## src/design/mas_axis_map.svh

```systemverilog
// Register offsets, field positions, reset values and sizes of the axis selector
`ifndef MAS_AXIS_MAP_SVH
`define MAS_AXIS_MAP_SVH
`define MAS_NAXES 14
`define MAS_ADDR_W 8
`define MAS_OFF_CTRL 8'h00
`define MAS_OFF_PLUS 8'h04
`define MAS_OFF_MINUS 8'h08
`define MAS_OFF_MAE 8'h0C
`define MAS_OFF_REM 8'h10
`define MAS_OFF_ACMD 8'h14
`define MAS_OFF_MILK 8'h18
`define MAS_OFF_AILK 8'h1C
`define MAS_OFF_LIM 8'h20
`define MAS_OFF_OVR 8'h24
`define MAS_OFF_AFEED 8'h28
`define MAS_OFF_MFEED 8'h2C
`define MAS_OFF_CMD 8'h30
`define MAS_OFF_STAT 8'h34
`define MAS_OFF_MOTION 8'h38
`define MAS_CTRL_AUTO 0
`define MAS_CTRL_JOG 1
`define MAS_CTRL_INCR 2
`define MAS_CTRL_REFRET 3
`define MAS_CTRL_HANDLE 4
`define MAS_CTRL_MCUT 5
`define MAS_CTRL_ARAPID 6
`define MAS_CTRL_SBLK 7
`define MAS_CTRL_HOLD 8
`define MAS_CTRL_ERRCLR 9
`define MAS_CTRL_MRAPID 10
`define MAS_CTRL_W 11
`define MAS_CMD_SET 8
`define MAS_CMD_MOVE 9
`define MAS_OVR_CANCEL 24
`define MAS_OVR_100 8'h64
`define MAS_OVR_RST 32'h00646464
`endif

```

## src/design/mas_pkg.sv

```systemverilog
// Types shared by the axis selector
package mas_pkg;
   typedef struct packed {
      logic [7:0] rapid;
      logic [7:0] cut;
      logic [7:0] cut2;
   } mas_ovr_t;
   typedef struct packed {
      mas_ovr_t auto_g;
      mas_ovr_t man_g;
   } mas_ovr_pair_t;
   typedef enum logic [0:0] {
      CMD_IDLE = 1'b0,
      CMD_WAIT = 1'b1
   } mas_cmd_st_t;
endpackage

```

## src/design/mas_axis_select.sv

```systemverilog
// Manual/automatic axis selection core with APB register slave
//
// Local design decisions: the APB slave port and the placing of the registers.
`timescale 1ns/1ps
`default_nettype none
`include "mas_axis_map.svh"
// Operation
// RL1: Minus feed select moves its axis negative in jog, incremental, return modes.
// RL2: Simultaneous mode only when automatic and manual modes are both selected.
// RL3: In simultaneous mode, marked axes alone accept manual motion during automatic.
// RL4: Automatic command to marked axis raises error, interlocks automatic until cleared.
// RL5: Pure automatic mode ignores manual-in-auto bits and adds no interlock; the core still errors on a move command to a marked axis (g53_err).
// RL6: Mark rising on automatically moving axis stops it and raises the error.
// RL7: Manual commands rejected on unmarked axes; handle interruption still allowed.
// RL8: Feedrates and acceleration modes kept separate for automatic and manual groups.
// RL9: Rapid override both groups; cutting overrides manual only if enabled; cancel automatic.
// RL10: Manual interlocks gate manual axes, automatic interlocks gate automatic axes.
// RL11: Cutting and rapid status follow the automatic axes only.
// RL12: Single block stop and feed hold never stop manual motion.
// RL13: Coordinate commands on marked axes wait for manual stop; moves then error.
// RL14: Limit trip on manual axis in simultaneous mode holds automatic axes.
// RL15: Handle interruption on unmarked axes acts on automatic motion; marked stay manual.
// RL16: Axis removal bit excludes its axis from control, one bit per axis.
// RL17: Removed axis loses position control, counts as interlocked, stays displayed.
// RL18: Plus and minus together select no direction.
// RL19: Feed select raised before its mode must be dropped and raised again.
// RL20: Selection bits are sampled once per scan; edges compare consecutive scans.
module mas_axis_select
   import mas_pkg::*;
#(
   parameter int NAX = `MAS_NAXES
) (
   input wire logic CLK_I,
   input wire logic RST_I,
   input wire logic SCAN_I,
   input wire logic PSEL_I,
   input wire logic PENABLE_I,
   input wire logic PWRITE_I,
   input wire logic [`MAS_ADDR_W-1:0] PADDR_I,
   input wire logic [31:0] PWDATA_I,
   output logic [31:0] PRDATA_O,
   output logic PREADY_O,
   output logic PSLVERR_O,
   output logic [NAX-1:0] MAN_PLUS_O,
   output logic [NAX-1:0] MAN_MINUS_O,
   output logic [NAX-1:0] AUTO_EN_O,
   output logic [NAX-1:0] HANDLE_INT_O,
   output logic [NAX-1:0] POS_CTRL_O,
   output logic [NAX-1:0] AXIS_ILK_O,
   output logic SIMUL_O,
   output logic OP_ERR_O,
   output logic AUTO_ILK_O,
   output logic FEED_HOLD_O,
   output logic IN_CUT_O,
   output logic IN_RAPID_O,
   output logic COORD_EXEC_O,
   output mas_ovr_pair_t OVR_O,
   output logic [15:0] AUTO_FEED_O,
   output logic [15:0] MAN_FEED_O,
   output logic AUTO_ACC_O,
   output logic MAN_ACC_O
);
   // ----------------------------------------------------------------
   // Register file
   // ----------------------------------------------------------------
   logic [`MAS_CTRL_W-1:0] r_ctrl;
   logic [NAX-1:0] r_plus, r_minus, r_mae, r_rem, r_acmd, r_milk, r_ailk;
   logic [NAX-1:0] r_lim;
   logic [31:0] r_ovr;
   logic [15:0] r_afeed, r_mfeed;
   logic [3:0] cmd_ax;
   logic cmd_set, cmd_mv;
   logic wr_en, rd_en, hit, err_clr, cmd_wr;
   logic [31:0] next_rdata;
   mas_cmd_st_t cmd_st;
   logic err, hold_l;

   // Access completes in the second access cycle
   assign wr_en = PSEL_I & PENABLE_I & PWRITE_I & PREADY_O;
   assign rd_en = PSEL_I & PENABLE_I & ~PWRITE_I & ~PREADY_O;
   assign err_clr = wr_en & (PADDR_I == `MAS_OFF_CTRL)
                    & PWDATA_I[`MAS_CTRL_ERRCLR];
   assign cmd_wr = wr_en & (PADDR_I == `MAS_OFF_CMD)
                   & (PWDATA_I[`MAS_CMD_SET] | PWDATA_I[`MAS_CMD_MOVE]);

   function automatic logic [31:0] zx(input logic [NAX-1:0] v);
      return {{(32-NAX){1'b0}}, v};
   endfunction

   always_comb begin
      hit = 1'b1;
      next_rdata = 32'h00000000;
      case (PADDR_I)
         `MAS_OFF_CTRL: next_rdata = {21'h000000, r_ctrl};
         `MAS_OFF_PLUS: next_rdata = zx(r_plus);
         `MAS_OFF_MINUS: next_rdata = zx(r_minus);
         `MAS_OFF_MAE: next_rdata = zx(r_mae);
         `MAS_OFF_REM: next_rdata = zx(r_rem);
         `MAS_OFF_ACMD: next_rdata = zx(r_acmd);
         `MAS_OFF_MILK: next_rdata = zx(r_milk);
         `MAS_OFF_AILK: next_rdata = zx(r_ailk);
         `MAS_OFF_LIM: next_rdata = zx(r_lim);
         `MAS_OFF_OVR: next_rdata = r_ovr;
         `MAS_OFF_AFEED: next_rdata = {16'h0000, r_afeed};
         `MAS_OFF_MFEED: next_rdata = {16'h0000, r_mfeed};
         `MAS_OFF_CMD: next_rdata = {22'h000000, cmd_mv, cmd_set,
                                     4'h0, cmd_ax};
         `MAS_OFF_STAT: next_rdata = {28'h0000000, (cmd_st == CMD_WAIT),
                                      hold_l, err, SIMUL_O};
         `MAS_OFF_MOTION: next_rdata = zx(MAN_PLUS_O | MAN_MINUS_O);
         default: hit = 1'b0;
      endcase
   end

   always_ff @(posedge CLK_I) begin
      if (RST_I) begin
         PREADY_O <= 1'b0;
         PRDATA_O <= 32'h00000000;
         PSLVERR_O <= 1'b0;
      end else begin
         PREADY_O <= PSEL_I & PENABLE_I & ~PREADY_O;
         PSLVERR_O <= PSEL_I & PENABLE_I & ~PREADY_O & ~hit;
         if (rd_en) begin
            PRDATA_O <= next_rdata;
         end
      end
   end

   always_ff @(posedge CLK_I) begin
      if (RST_I) begin
         r_ctrl <= '0;
         {r_plus, r_minus, r_mae, r_rem, r_acmd, r_lim} <= '0;
         // Interlocks are break contacts: one means free to move
         r_milk <= '1;
         r_ailk <= '1;
         r_ovr <= `MAS_OVR_RST;
         r_afeed <= 16'h0000;
         r_mfeed <= 16'h0000;
         {cmd_ax, cmd_set, cmd_mv} <= '0;
      end else if (wr_en) begin
         case (PADDR_I)
            `MAS_OFF_CTRL: begin
               r_ctrl <= PWDATA_I[`MAS_CTRL_W-1:0];
               // Clear strobe never stays stored
               r_ctrl[`MAS_CTRL_ERRCLR] <= 1'b0;
            end
            `MAS_OFF_PLUS: r_plus <= PWDATA_I[NAX-1:0];
            `MAS_OFF_MINUS: r_minus <= PWDATA_I[NAX-1:0];
            `MAS_OFF_MAE: r_mae <= PWDATA_I[NAX-1:0];
            `MAS_OFF_REM: r_rem <= PWDATA_I[NAX-1:0];
            `MAS_OFF_ACMD: r_acmd <= PWDATA_I[NAX-1:0];
            `MAS_OFF_MILK: r_milk <= PWDATA_I[NAX-1:0];
            `MAS_OFF_AILK: r_ailk <= PWDATA_I[NAX-1:0];
            `MAS_OFF_LIM: r_lim <= PWDATA_I[NAX-1:0];
            `MAS_OFF_OVR: r_ovr <= {7'h00, PWDATA_I[24:0]};
            `MAS_OFF_AFEED: r_afeed <= PWDATA_I[15:0];
            `MAS_OFF_MFEED: r_mfeed <= PWDATA_I[15:0];
            `MAS_OFF_CMD: begin
               if (cmd_st == CMD_IDLE) begin
                  cmd_ax <= PWDATA_I[3:0];
                  cmd_set <= PWDATA_I[`MAS_CMD_SET];
                  cmd_mv <= PWDATA_I[`MAS_CMD_MOVE];
               end
            end
            default: ;
         endcase
      end
   end

   // ----------------------------------------------------------------
   // Scan sampling
   // ----------------------------------------------------------------
   logic [NAX-1:0] s_plus, s_minus, s_mae, s_rem, s_acmd, s_lim;
   logic [NAX-1:0] p_plus, p_minus, p_mae, p_acmd;
   logic [4:0] s_mode;
   logic scan_d;

   // Levels change only at scan so the core sees a coherent snapshot
   always_ff @(posedge CLK_I) begin
      if (RST_I) begin
         {s_plus, s_minus, s_mae, s_rem, s_acmd, s_lim} <= '0;
         {p_plus, p_minus, p_mae, p_acmd} <= '0;
         s_mode <= 5'h00;
         scan_d <= 1'b0;
      end else begin
         scan_d <= SCAN_I;
         if (SCAN_I) begin // [RL20]
            {p_plus, p_minus, p_mae, p_acmd} <=
               {s_plus, s_minus, s_mae, s_acmd};
            {s_plus, s_minus, s_mae, s_rem} <= {r_plus, r_minus, r_mae, r_rem};
            {s_acmd, s_lim} <= {r_acmd, r_lim};
            s_mode <= r_ctrl[`MAS_CTRL_HANDLE:`MAS_CTRL_AUTO];
         end
      end
   end

   // ----------------------------------------------------------------
   // Mode decode and events
   // ----------------------------------------------------------------
   logic auto_m, feed_m, man_m, simul_c;
   logic [NAX-1:0] man_ok, man_mv, rise_mae, rise_acmd, stp;
   logic ev_err, ev_lim, g53_err, stop_ok, ax_mae, ax_mv;

   assign auto_m = s_mode[`MAS_CTRL_AUTO];
   assign feed_m = s_mode[`MAS_CTRL_JOG] | s_mode[`MAS_CTRL_INCR]
                   | s_mode[`MAS_CTRL_REFRET];
   assign man_m = feed_m | s_mode[`MAS_CTRL_HANDLE];
   assign simul_c = auto_m & man_m; // [RL2]
   assign man_mv = MAN_PLUS_O | MAN_MINUS_O;
   assign rise_mae = s_mae & ~p_mae & {NAX{scan_d}};
   assign rise_acmd = s_acmd & ~p_acmd & {NAX{scan_d}};
   // Outside simultaneous mode the mark bits count only in the coordinate move error (g53_err)
   assign ev_err = simul_c & (|((rise_acmd & s_mae) | (rise_mae & s_acmd)))
                   | g53_err; // [RL4] [RL5] [RL6]
   assign ev_lim = scan_d & simul_c & (|(s_lim & s_mae)); // [RL14]
   // Manual requests pass only on marked axes while automatic is on
   assign man_ok = ~s_rem & r_milk
                   & (auto_m ? s_mae : {NAX{1'b1}}); // [RL3] [RL7] [RL10]

   always_ff @(posedge CLK_I) begin
      if (RST_I) begin
         err <= 1'b0;
      end else if (ev_err) begin
         err <= 1'b1; // [RL4]
      end else if (err_clr) begin
         err <= 1'b0;
      end
   end

   always_ff @(posedge CLK_I) begin
      if (RST_I) begin
         hold_l <= 1'b0;
      end else if (ev_lim) begin
         hold_l <= 1'b1; // [RL14]
      end else if (err_clr) begin
         hold_l <= 1'b0;
      end
   end

   // ----------------------------------------------------------------
   // Coordinate command deferral
   // ----------------------------------------------------------------
   assign ax_mae = (cmd_ax < 4'(NAX)) ? s_mae[cmd_ax] : 1'b0;
   assign ax_mv = (cmd_ax < 4'(NAX)) ? man_mv[cmd_ax] : 1'b0;
   assign stop_ok = ~(ax_mae & ax_mv); // [RL13]
   assign g53_err = (cmd_st == CMD_WAIT) & stop_ok & cmd_mv & ax_mae;

   always_ff @(posedge CLK_I) begin
      if (RST_I) begin
         cmd_st <= CMD_IDLE;
         COORD_EXEC_O <= 1'b0;
      end else begin
         COORD_EXEC_O <= 1'b0;
         case (cmd_st)
            CMD_IDLE: if (cmd_wr) cmd_st <= CMD_WAIT;
            CMD_WAIT: begin
               if (stop_ok) begin // [RL13]
                  COORD_EXEC_O <= ~g53_err;
                  cmd_st <= CMD_IDLE;
               end
            end
            default: cmd_st <= CMD_IDLE;
         endcase
      end
   end

   // ----------------------------------------------------------------
   // Per-axis motion gating
   // ----------------------------------------------------------------
   logic auto_hold, sblk;
   assign sblk = r_ctrl[`MAS_CTRL_SBLK];
   assign auto_hold = hold_l | r_ctrl[`MAS_CTRL_HOLD];

   for (genvar i = 0; i < NAX; i++) begin : g_ax
      logic arm_p, arm_m;

      // Arming only on a rise seen while a feed mode stands
      always_ff @(posedge CLK_I) begin
         if (RST_I || !feed_m) begin
            arm_p <= 1'b0;
            arm_m <= 1'b0;
         end else begin
            if (scan_d && s_plus[i] && !p_plus[i]) arm_p <= 1'b1; // [RL19]
            else if (!s_plus[i]) arm_p <= 1'b0;
            if (scan_d && s_minus[i] && !p_minus[i]) arm_m <= 1'b1; // [RL19]
            else if (!s_minus[i]) arm_m <= 1'b0;
         end
      end

      // Stop latch for an axis taken over while moving automatically
      always_ff @(posedge CLK_I) begin
         if (RST_I) begin
            stp[i] <= 1'b0;
         end else if (simul_c && rise_mae[i] && s_acmd[i]) begin
            stp[i] <= 1'b1; // [RL6]
         end else if (!s_mae[i] || !s_acmd[i]) begin
            stp[i] <= 1'b0;
         end
      end

      // Feed hold and single block leave manual motion alone
      always_ff @(posedge CLK_I) begin
         if (RST_I) begin
            MAN_PLUS_O[i] <= 1'b0;
            MAN_MINUS_O[i] <= 1'b0;
         end else begin
            MAN_PLUS_O[i] <= man_ok[i] & arm_p & s_plus[i]
                             & ~s_minus[i]; // [RL18] [RL12]
            MAN_MINUS_O[i] <= man_ok[i] & arm_m & s_minus[i]
                              & ~s_plus[i]; // [RL1] [RL18]
         end
      end

      always_ff @(posedge CLK_I) begin
         if (RST_I) begin
            AUTO_EN_O[i] <= 1'b0;
            HANDLE_INT_O[i] <= 1'b0;
            POS_CTRL_O[i] <= 1'b0;
            AXIS_ILK_O[i] <= 1'b0;
         end else begin
            AUTO_EN_O[i] <= s_acmd[i] & r_ailk[i] & ~s_rem[i] & ~err
                            & ~auto_hold & ~sblk & ~stp[i]
                            & ~(simul_c & s_mae[i]); // [RL10] [RL3] [RL14]
            HANDLE_INT_O[i] <= simul_c & ~s_mae[i] & s_acmd[i]; // [RL15]
            POS_CTRL_O[i] <= ~s_rem[i]; // [RL16] [RL17]
            AXIS_ILK_O[i] <= s_rem[i]; // [RL17]
         end
      end
   end

   // ----------------------------------------------------------------
   // Status, overrides and feed outputs
   // ----------------------------------------------------------------
   logic ovr_cancel;
   assign ovr_cancel = r_ovr[`MAS_OVR_CANCEL];

   always_ff @(posedge CLK_I) begin
      if (RST_I) begin
         {SIMUL_O, OP_ERR_O, AUTO_ILK_O, FEED_HOLD_O} <= 4'h0;
         {IN_CUT_O, IN_RAPID_O, AUTO_ACC_O, MAN_ACC_O} <= 4'h0;
         OVR_O <= '0;
         AUTO_FEED_O <= 16'h0000;
         MAN_FEED_O <= 16'h0000;
      end else begin
         SIMUL_O <= simul_c; // [RL2]
         OP_ERR_O <= err;
         AUTO_ILK_O <= err; // [RL4]
         FEED_HOLD_O <= auto_hold; // [RL14]
         IN_CUT_O <= (|AUTO_EN_O) & ~r_ctrl[`MAS_CTRL_ARAPID]; // [RL11]
         IN_RAPID_O <= (|AUTO_EN_O) & r_ctrl[`MAS_CTRL_ARAPID]; // [RL11]
         AUTO_ACC_O <= r_ctrl[`MAS_CTRL_ARAPID]; // [RL8]
         MAN_ACC_O <= r_ctrl[`MAS_CTRL_MRAPID]; // [RL8]
         AUTO_FEED_O <= r_afeed; // [RL8]
         MAN_FEED_O <= r_mfeed;
         OVR_O.auto_g.rapid <= r_ovr[7:0]; // [RL9]
         OVR_O.man_g.rapid <= r_ovr[7:0];
         OVR_O.auto_g.cut <= ovr_cancel ? `MAS_OVR_100 : r_ovr[15:8];
         OVR_O.auto_g.cut2 <= ovr_cancel ? `MAS_OVR_100 : r_ovr[23:16];
         OVR_O.man_g.cut <= r_ctrl[`MAS_CTRL_MCUT] ? r_ovr[15:8]
                                                   : `MAS_OVR_100; // [RL9]
         OVR_O.man_g.cut2 <= r_ctrl[`MAS_CTRL_MCUT] ? r_ovr[23:16]
                                                    : `MAS_OVR_100;
      end
   end
endmodule
`default_nettype wire

```

## config.mk

```make
export PLATFORM = sky130hd
export DESIGN_NAME = mas_axis_select
export DESIGN_NICKNAME = d
export VERILOG_FILES = /design/src/design/mas_pkg.sv /design/src/design/mas_axis_select.sv
export VERILOG_INCLUDE_DIRS = /design/src /design/src/design
export SDC_FILE = /design/constraint.sdc
export NUM_CORES = 1
export LEC_CHECK = 0
export BUFFER_PORTS_ARGS = -buffer_cell sky130_fd_sc_hd__buf_2
export CAP_MARGIN = 10
export CELL_PAD_IN_SITES_DETAIL_PLACEMENT = 2
export CELL_PAD_IN_SITES_GLOBAL_PLACEMENT = 2
export CORE_ASPECT_RATIO = 0.6
export CORE_MARGIN = 2
export CORE_UTILIZATION = 37
export CTS_BUF_LIST = sky130_fd_sc_hd__clkbuf_8
export CTS_CLUSTER_DIAMETER = 50
export CTS_CLUSTER_SIZE = 14
export DETAILED_ROUTE_END_ITERATION = 8
export GPL_TIMING_DRIVEN = 0
export PLACE_DENSITY_LB_ADDON = 0.1
export SETUP_SLACK_MARGIN = 0.2
export SKIP_CTS_REPAIR_TIMING = 1
export SLEW_MARGIN = 20
export SYNTH_ARGS = -nofsm -noshare
export SYNTH_HDL_FRONTEND = slang
export SYNTH_SLANG_ARGS = --single-unit
```

## constraint.sdc

```tcl
create_clock -name CLK_I -period 2.46 [get_ports CLK_I]
set_input_delay 0.246 -clock CLK_I [delete_from_list [all_inputs] [get_ports CLK_I]]
set_output_delay 0.246 -clock CLK_I [all_outputs]
set_load 0.02 [all_outputs]
```

=== Yosys cells after proc, flatten, opt, wreduce, memory -nomap -nowiden ===
Cells that the tools add are included.

* Order comparisons: 2
* Equal/unequal tests: 42
* Mux-type cells: 103
* Bitwise gates (word level): 360
* Reduce and logical (&&, ||, !) cells: 193

{| class="wikitable"
|+ Operators with widths
! kind !! number
|-
| 25-bit one-hot mux with 15 select lines || 1
|-
| 1-bit AND || 245
|-
| 14-bit AND || 9
|-
| 1-bit inverter || 95
|-
| 1-bit 2-to-1 mux || 94
|-
| 1-bit logical AND || 84
|-
| 1-bit zero test || 57
|-
| 8-bit by 6-bit == test with 1-bit output, second input constant || 7
|-
| 2-bit by 1-bit != test with 1-bit output, second input constant || 28
|-
| 14-bit inverter || 3
|-
| 14-bit OR reduction || 3
|-
| 8-bit by 5-bit == test with 1-bit output, second input constant || 4
|-
| 2-bit nonzero test || 16
|-
| 7-bit 2-to-1 mux || 4
|-
| 14-bit bitwise OR || 2
|-
| 2-bit AND reduction || 12
|-
| 8-bit by 4-bit == test with 1-bit output, second input constant || 2
|-
| 1-bit logical OR || 15
|-
| 15-bit OR reduction || 1
|-
| 14-bit 2-to-1 mux || 1
|-
| 1-bit binary-select mux with 4-bit select || 2
|-
| 8-bit by 3-bit == test with 1-bit output, second input constant || 1
|-
| 8-bit zero test || 1
|-
| 1-bit bitwise OR || 6
|-
| 6 further kinds || 7
|}

* Register bits after elaboration: 574
* Input bits: 46
* Output and inout bits: 207
* Logic and storage cells: 878

=== Logic depth before layout (Yosys ltp) ===
* Word-level depth: 11
* Depth in mapped cells: 9
* Depth with buffers taken out: 6

=== Worst setup path after synthesis ===
OpenSTA, ideal clock, no wires.

* Path kind: reg-to-reg
* Start point: register cmd_ax[2]
* End point: register err
* Setup time: 0.088 ns
* Arrival time: 1.636 ns
* Required time: 2.372 ns
* Path slack: 0.736 ns
* Stages on the path, launching flop included: 9
* Path buffers: 2
* Clock period less this slack: 1.724 ns
* Cells stage by stage: dfxtp_1 buf_2 buf_6 nor3_2 a21oi_1 a2111oi_0 a31oi_1 and3_1 o32ai_2

* Word-level cells in the longest chain between the ends: 10
* Elaborated cells on any way between the ends: 15
* Classes of those cells: 1 x order compare; 7 x mux; 6 x bitwise; 1 x reduce/logical

{| class="wikitable"
|+ Ends and longest elaborated chain
! item !! RTL line !! RTL
|-
| start: declaration || mas_axis_select.sv:71 || <nowiki>logic [3:0] cmd_ax;</nowiki>
|-
| start signal: assignment || mas_axis_select.sv:160 || <nowiki>cmd_ax <= PWDATA_I[3:0];</nowiki>
|-
| 1-bit binary-select mux with 4-bit select, on equally long branches || mas_axis_select.sv:243, mas_axis_select.sv:244 ||
|-
| 1-bit 2-to-1 mux, on equally long branches (2 in series) || mas_axis_select.sv:243, mas_axis_select.sv:244 ||
|-
| 1-bit AND || mas_axis_select.sv:245 || <nowiki>assign stop_ok = ~(ax_mae & ax_mv);</nowiki>
|-
| 1-bit inverter || mas_axis_select.sv:245 ||
|-
| 1-bit AND (2 in series) || mas_axis_select.sv:246 || <nowiki>assign g53_err = (cmd_st == CMD_WAIT) & stop_ok & cmd_mv & ax_mae;</nowiki>
|-
| 1-bit AND * || mas_axis_select.sv:246 ||
|-
| 1-bit bitwise OR * || mas_axis_select.sv:214 || <nowiki>| g53_err;</nowiki>
|-
| 1-bit 2-to-1 mux / 2-bit nonzero test (equally long branches) || -- ||
|-
| end signal: assignment || mas_axis_select.sv:222 || <nowiki>err <= 1'b0;</nowiki>
|-
| end signal: assignment || mas_axis_select.sv:224 || <nowiki>err <= 1'b1;</nowiki>
|-
| end signal: assignment || mas_axis_select.sv:226 || <nowiki>err <= 1'b0;</nowiki>
|-
| end: declaration || mas_axis_select.sv:76 || <nowiki>logic err, hold_l;</nowiki>
|}

Mark *: on every way between the ends. The rest lies on a longest branch, timed or not. The select of a mux whose other input is x is not followed.
A chain may end at the register's enable or synchronous reset.

=== Worst setup path after layout ===
* Start point: register PREADY_O
* End point: register err

* Word-level cells in the longest chain between the ends: 4

{| class="wikitable"
|+ Ends and longest elaborated chain
! item !! RTL line !! RTL
|-
| start: declaration || mas_axis_select.sv:42 || <nowiki>output logic PREADY_O,</nowiki>
|-
| start signal: assignment || mas_axis_select.sv:121 || <nowiki>PREADY_O <= PSEL_I & PENABLE_I & ~PREADY_O;</nowiki>
|-
| 1-bit AND || mas_axis_select.sv:79 || <nowiki>assign wr_en = PSEL_I & PENABLE_I & PWRITE_I & PREADY_O;</nowiki>
|-
| 1-bit AND (2 in series) || mas_axis_select.sv:81 || <nowiki>assign err_clr = wr_en & (PADDR_I == `MAS_OFF_CTRL)</nowiki>
|-
| 2-bit nonzero test (no source line) || -- ||
|}

No other way between the ends.

==> results by group <==
Status
  – Status: finished, final reports clean

Clock tree
  – CTS Sinks: 567
  – TritonCTS clock tree: yes
  – Maximum clock path buffer count: 3
  – Cts bufs inserted: 48
  – Root buf cell: clkbuf_8
  – Htree depth: 2
  – Worst skew pair latency: 720 ps
  – Worst-path clk slew: 110 ps

Synthesis
  – Synth unique cells: 71
  – Register area share after synthesis: 52.9%
  – Synth area leaders: dfxtp_1, mux2i_1, nand2_1, nor2_1, a21oi_1
  – Async SR Flop Fraction: 0%
  – Seq cells post-synth: 567
  – Post-synth top area share: 52.9%
  – Dominant synthesized flop cell: dfxtp_1
  – Syn_area_per_cell: 8.94 sq um
  – Post-synth EDFFs: 0
  – Synth warn: 0
  – Yosys top cell by area: dfxtp_1
  – Post-Syn Area: 21500 sq um
  – Post-Synthesis Cells: 2402

Floorplanning
  – Die X: 315 um
  – Num rows: 68
  – Core ar.: 57400 sq um
  – I/O pin total: 253
  – Die extent in y: 191 um
  – Initial Util: 37.4%
  – DIE AREA: 60000 sq um

Power and ir drop
  – Clock network power share: 34.0%
  – Logic pwr share: 6.6%
  – P_leak: 9.91 nW
  – Sequential Power Share: 59.4%
  – Int Power: 11.4 mW
  – Peak supply drop: 0.450 mV
  – Power consumption: 15.5 mW
  – P_sw: 4.11 mW
  – Sw frac: 26.5%
  – PD cells: 623 nW/um^2

Worst setup path
  – Crit path required time: 3020 ps
  – Crit start category: flip-flop
  – CP Max Fanout: 5
  – Data arrival, critical path: 2940 ps
  – Critical path type: flip-flop to flip-flop
  – Crit end category: flip-flop

Global route
  – Number of global-route vias before repair: 20400
  – Congestion Overflow GR: 0
  – Initial antenna violation count: 6
  – First-pass GRT wire length: 154000 um
  – Pin count of the biggest net entering global routing: 15
  – Gr usage total: 36.3%

Finish
  – Post-Layout Cell Count: 3505
  – Most frequent cells in the layout: dfxtp_1, nand2_1, nor2_1, buf_2, a21oi_1
  – Commonest non-fill, non-tap cell in the layout: dfxtp_1
  – Layout overhead on the synthesized area: 15.8%
  – Layout cells sized above 1: 16.1%
  – Final #Nets: 2766

STA
  – Normalized max-slew margin: 11.6%
  – WHS: 77.4 ps
  – Clk_skew: 33.4 ps
  – Final setup fails: 0
  – Final min period: 2380 ps
  – PnR worst setup slack: 83.1 ps
  – RSZ-0062 raised after global routing: yes
  – Final Hold Viols: 0
  – Slew Limit Fails: 0
  – Worst-margin pin slew: 1330 ps
  – Setup TNS: 0 ps
  – FMAX: 0.421 GHz
  – Final period util: 96.6%

Drt
  – Avg Vias per Cell: 5.76
  – DR DRC count: 0
  – Starting DRT DRC Count: 2153
  – DR WL/cell: 32.0 um
  – Routed vias: 20200
  – Antenna Nets Post-Route: 0
  – Initial DRT Pass Iterations: 5
  – Routed wire length: 112000 um

Job
  – Max-cap violations: 0

Place
  – Final GP Congestion: 0.964
  – Post-DP HPWL: 85600 um
  – Placed insts: 3412
  – Post-Place Setup Slack: -852 ps
  – Port buffer count: 234

Hold path
  – Hold crit path type: input pin to flip-flop
-- path summary, 6_finish.rpt --
| check | depth (start not counted) | end | slack [ps] | start |
|---|---|---|---|---|
| worst min register to register | 2 | MAN_MINUS_O[5] | 450 | g_ax[5].arm_m |
| worst max-delay path | 6 | err | 80 | PREADY_O |
| worst min-delay path | 3 | s_mode[2] | 80 | SCAN_I |
| worst max register to register | 6 | err | 80 | PREADY_O |
-- power groups by stage --
stage / Clock [mW] / Sequential (mW) / Combinational (mW)
final: 5.26 / 9.21 / 1.02
after global routing: 5.73 / 9.21 / 1.03
after CTS: 5.32 / 9.21 / 0.937
after detailed placement: 0 / 9.42 / 0.934
after global placement: 0 / 9.42 / 0.922
after floorplan: 0 / 9.46 / 0.431
-- sequential cells by signal (all words and copies together), names as in the netlist, 16 cells and up --
name         count
PRDATA_O        25
r_mfeed         16
OVR_O           40
r_afeed         16
r_ovr           25
AUTO_FEED_O     16
MAN_FEED_O      16
-- Yosys cell counts, types with 3 or more instances --
cell       instances
nor2_2             7
nand3b_1          33
o21ai_0           58
mux2i_1          175
nand2_1          437
a2111oi_0          4
nor4_1            12
mux2_2            11
dfxtp_1          567
nor3b_1           16
a211o_1            6
nand3_1           27
o221ai_1           3
a221oi_1           5
o21ai_1           12
nor2_1           300
inv_1             11
buf_4             26
nor4_2             3
nor2b_1           93
or4bb_1           12
buf_6              3
buf_2             31
buf_1             16
and2_1            29
a22oi_1           49
a21oi_1          182
o22ai_1           24
a31oi_1            7
clkbuf_1         102
mux4_2             5
nor3_1            56
a22o_1             3
nand2b_1          19
a211oi_1          14
-- layer usage --
layer	wire length [um]	global-route usage, %	vias up	share of wire (%)
li1	-	-	8692	-
met1	51500	54.4	10500	46
met2	47300	52.8	848	42
met3	11100	8.39	129	9.9
met4	2070	7.31	2	1.8
met5	10	0	-	0.0089
-- through the flow --
step	utilization, %	area (sq um)
2_1_floorplan	-	21500
3_3_place_gp	41.2	23600
3_5_place_dp	41.2	23700
4_1_cts	42.6	24400
5_1_grt	43.3	24900
6_report	43.3	24900
-- cell type report --
cell class                      instances  area (sq um)
Sequential cell                       567         11400
Fill cell                            6415         32600
Antenna cell                            2          5.00
Inverter                               11          41.3
Clock inverter                         11          65.1
Buffer                                177           868
Clock buffer                           52           716
Multi-Input combinational cell       1652          9390
Tap cell                              770           963
Timing Repair Buffer                  263          1460
-- cells by family after synthesis --
| kind of cell | share of synthesized area [%] |
|---|---|
| simple gates | 23.3 |
| flops | 52.9 |
| compound gates | 10.5 |
| mux | 9.26 |
| buf+inv | 4.04 |
| other cells | 0.0175 |
-- worst max-delay path, cell delays in order (launching register included) --
cell	delay, ps
dfxtp_1	450
and4_1	350
nand2_1	430
nor2_1	320
nand2_1	150
a21oi_4	330
o32ai_4	200
(Power assumes the default switching activity.)
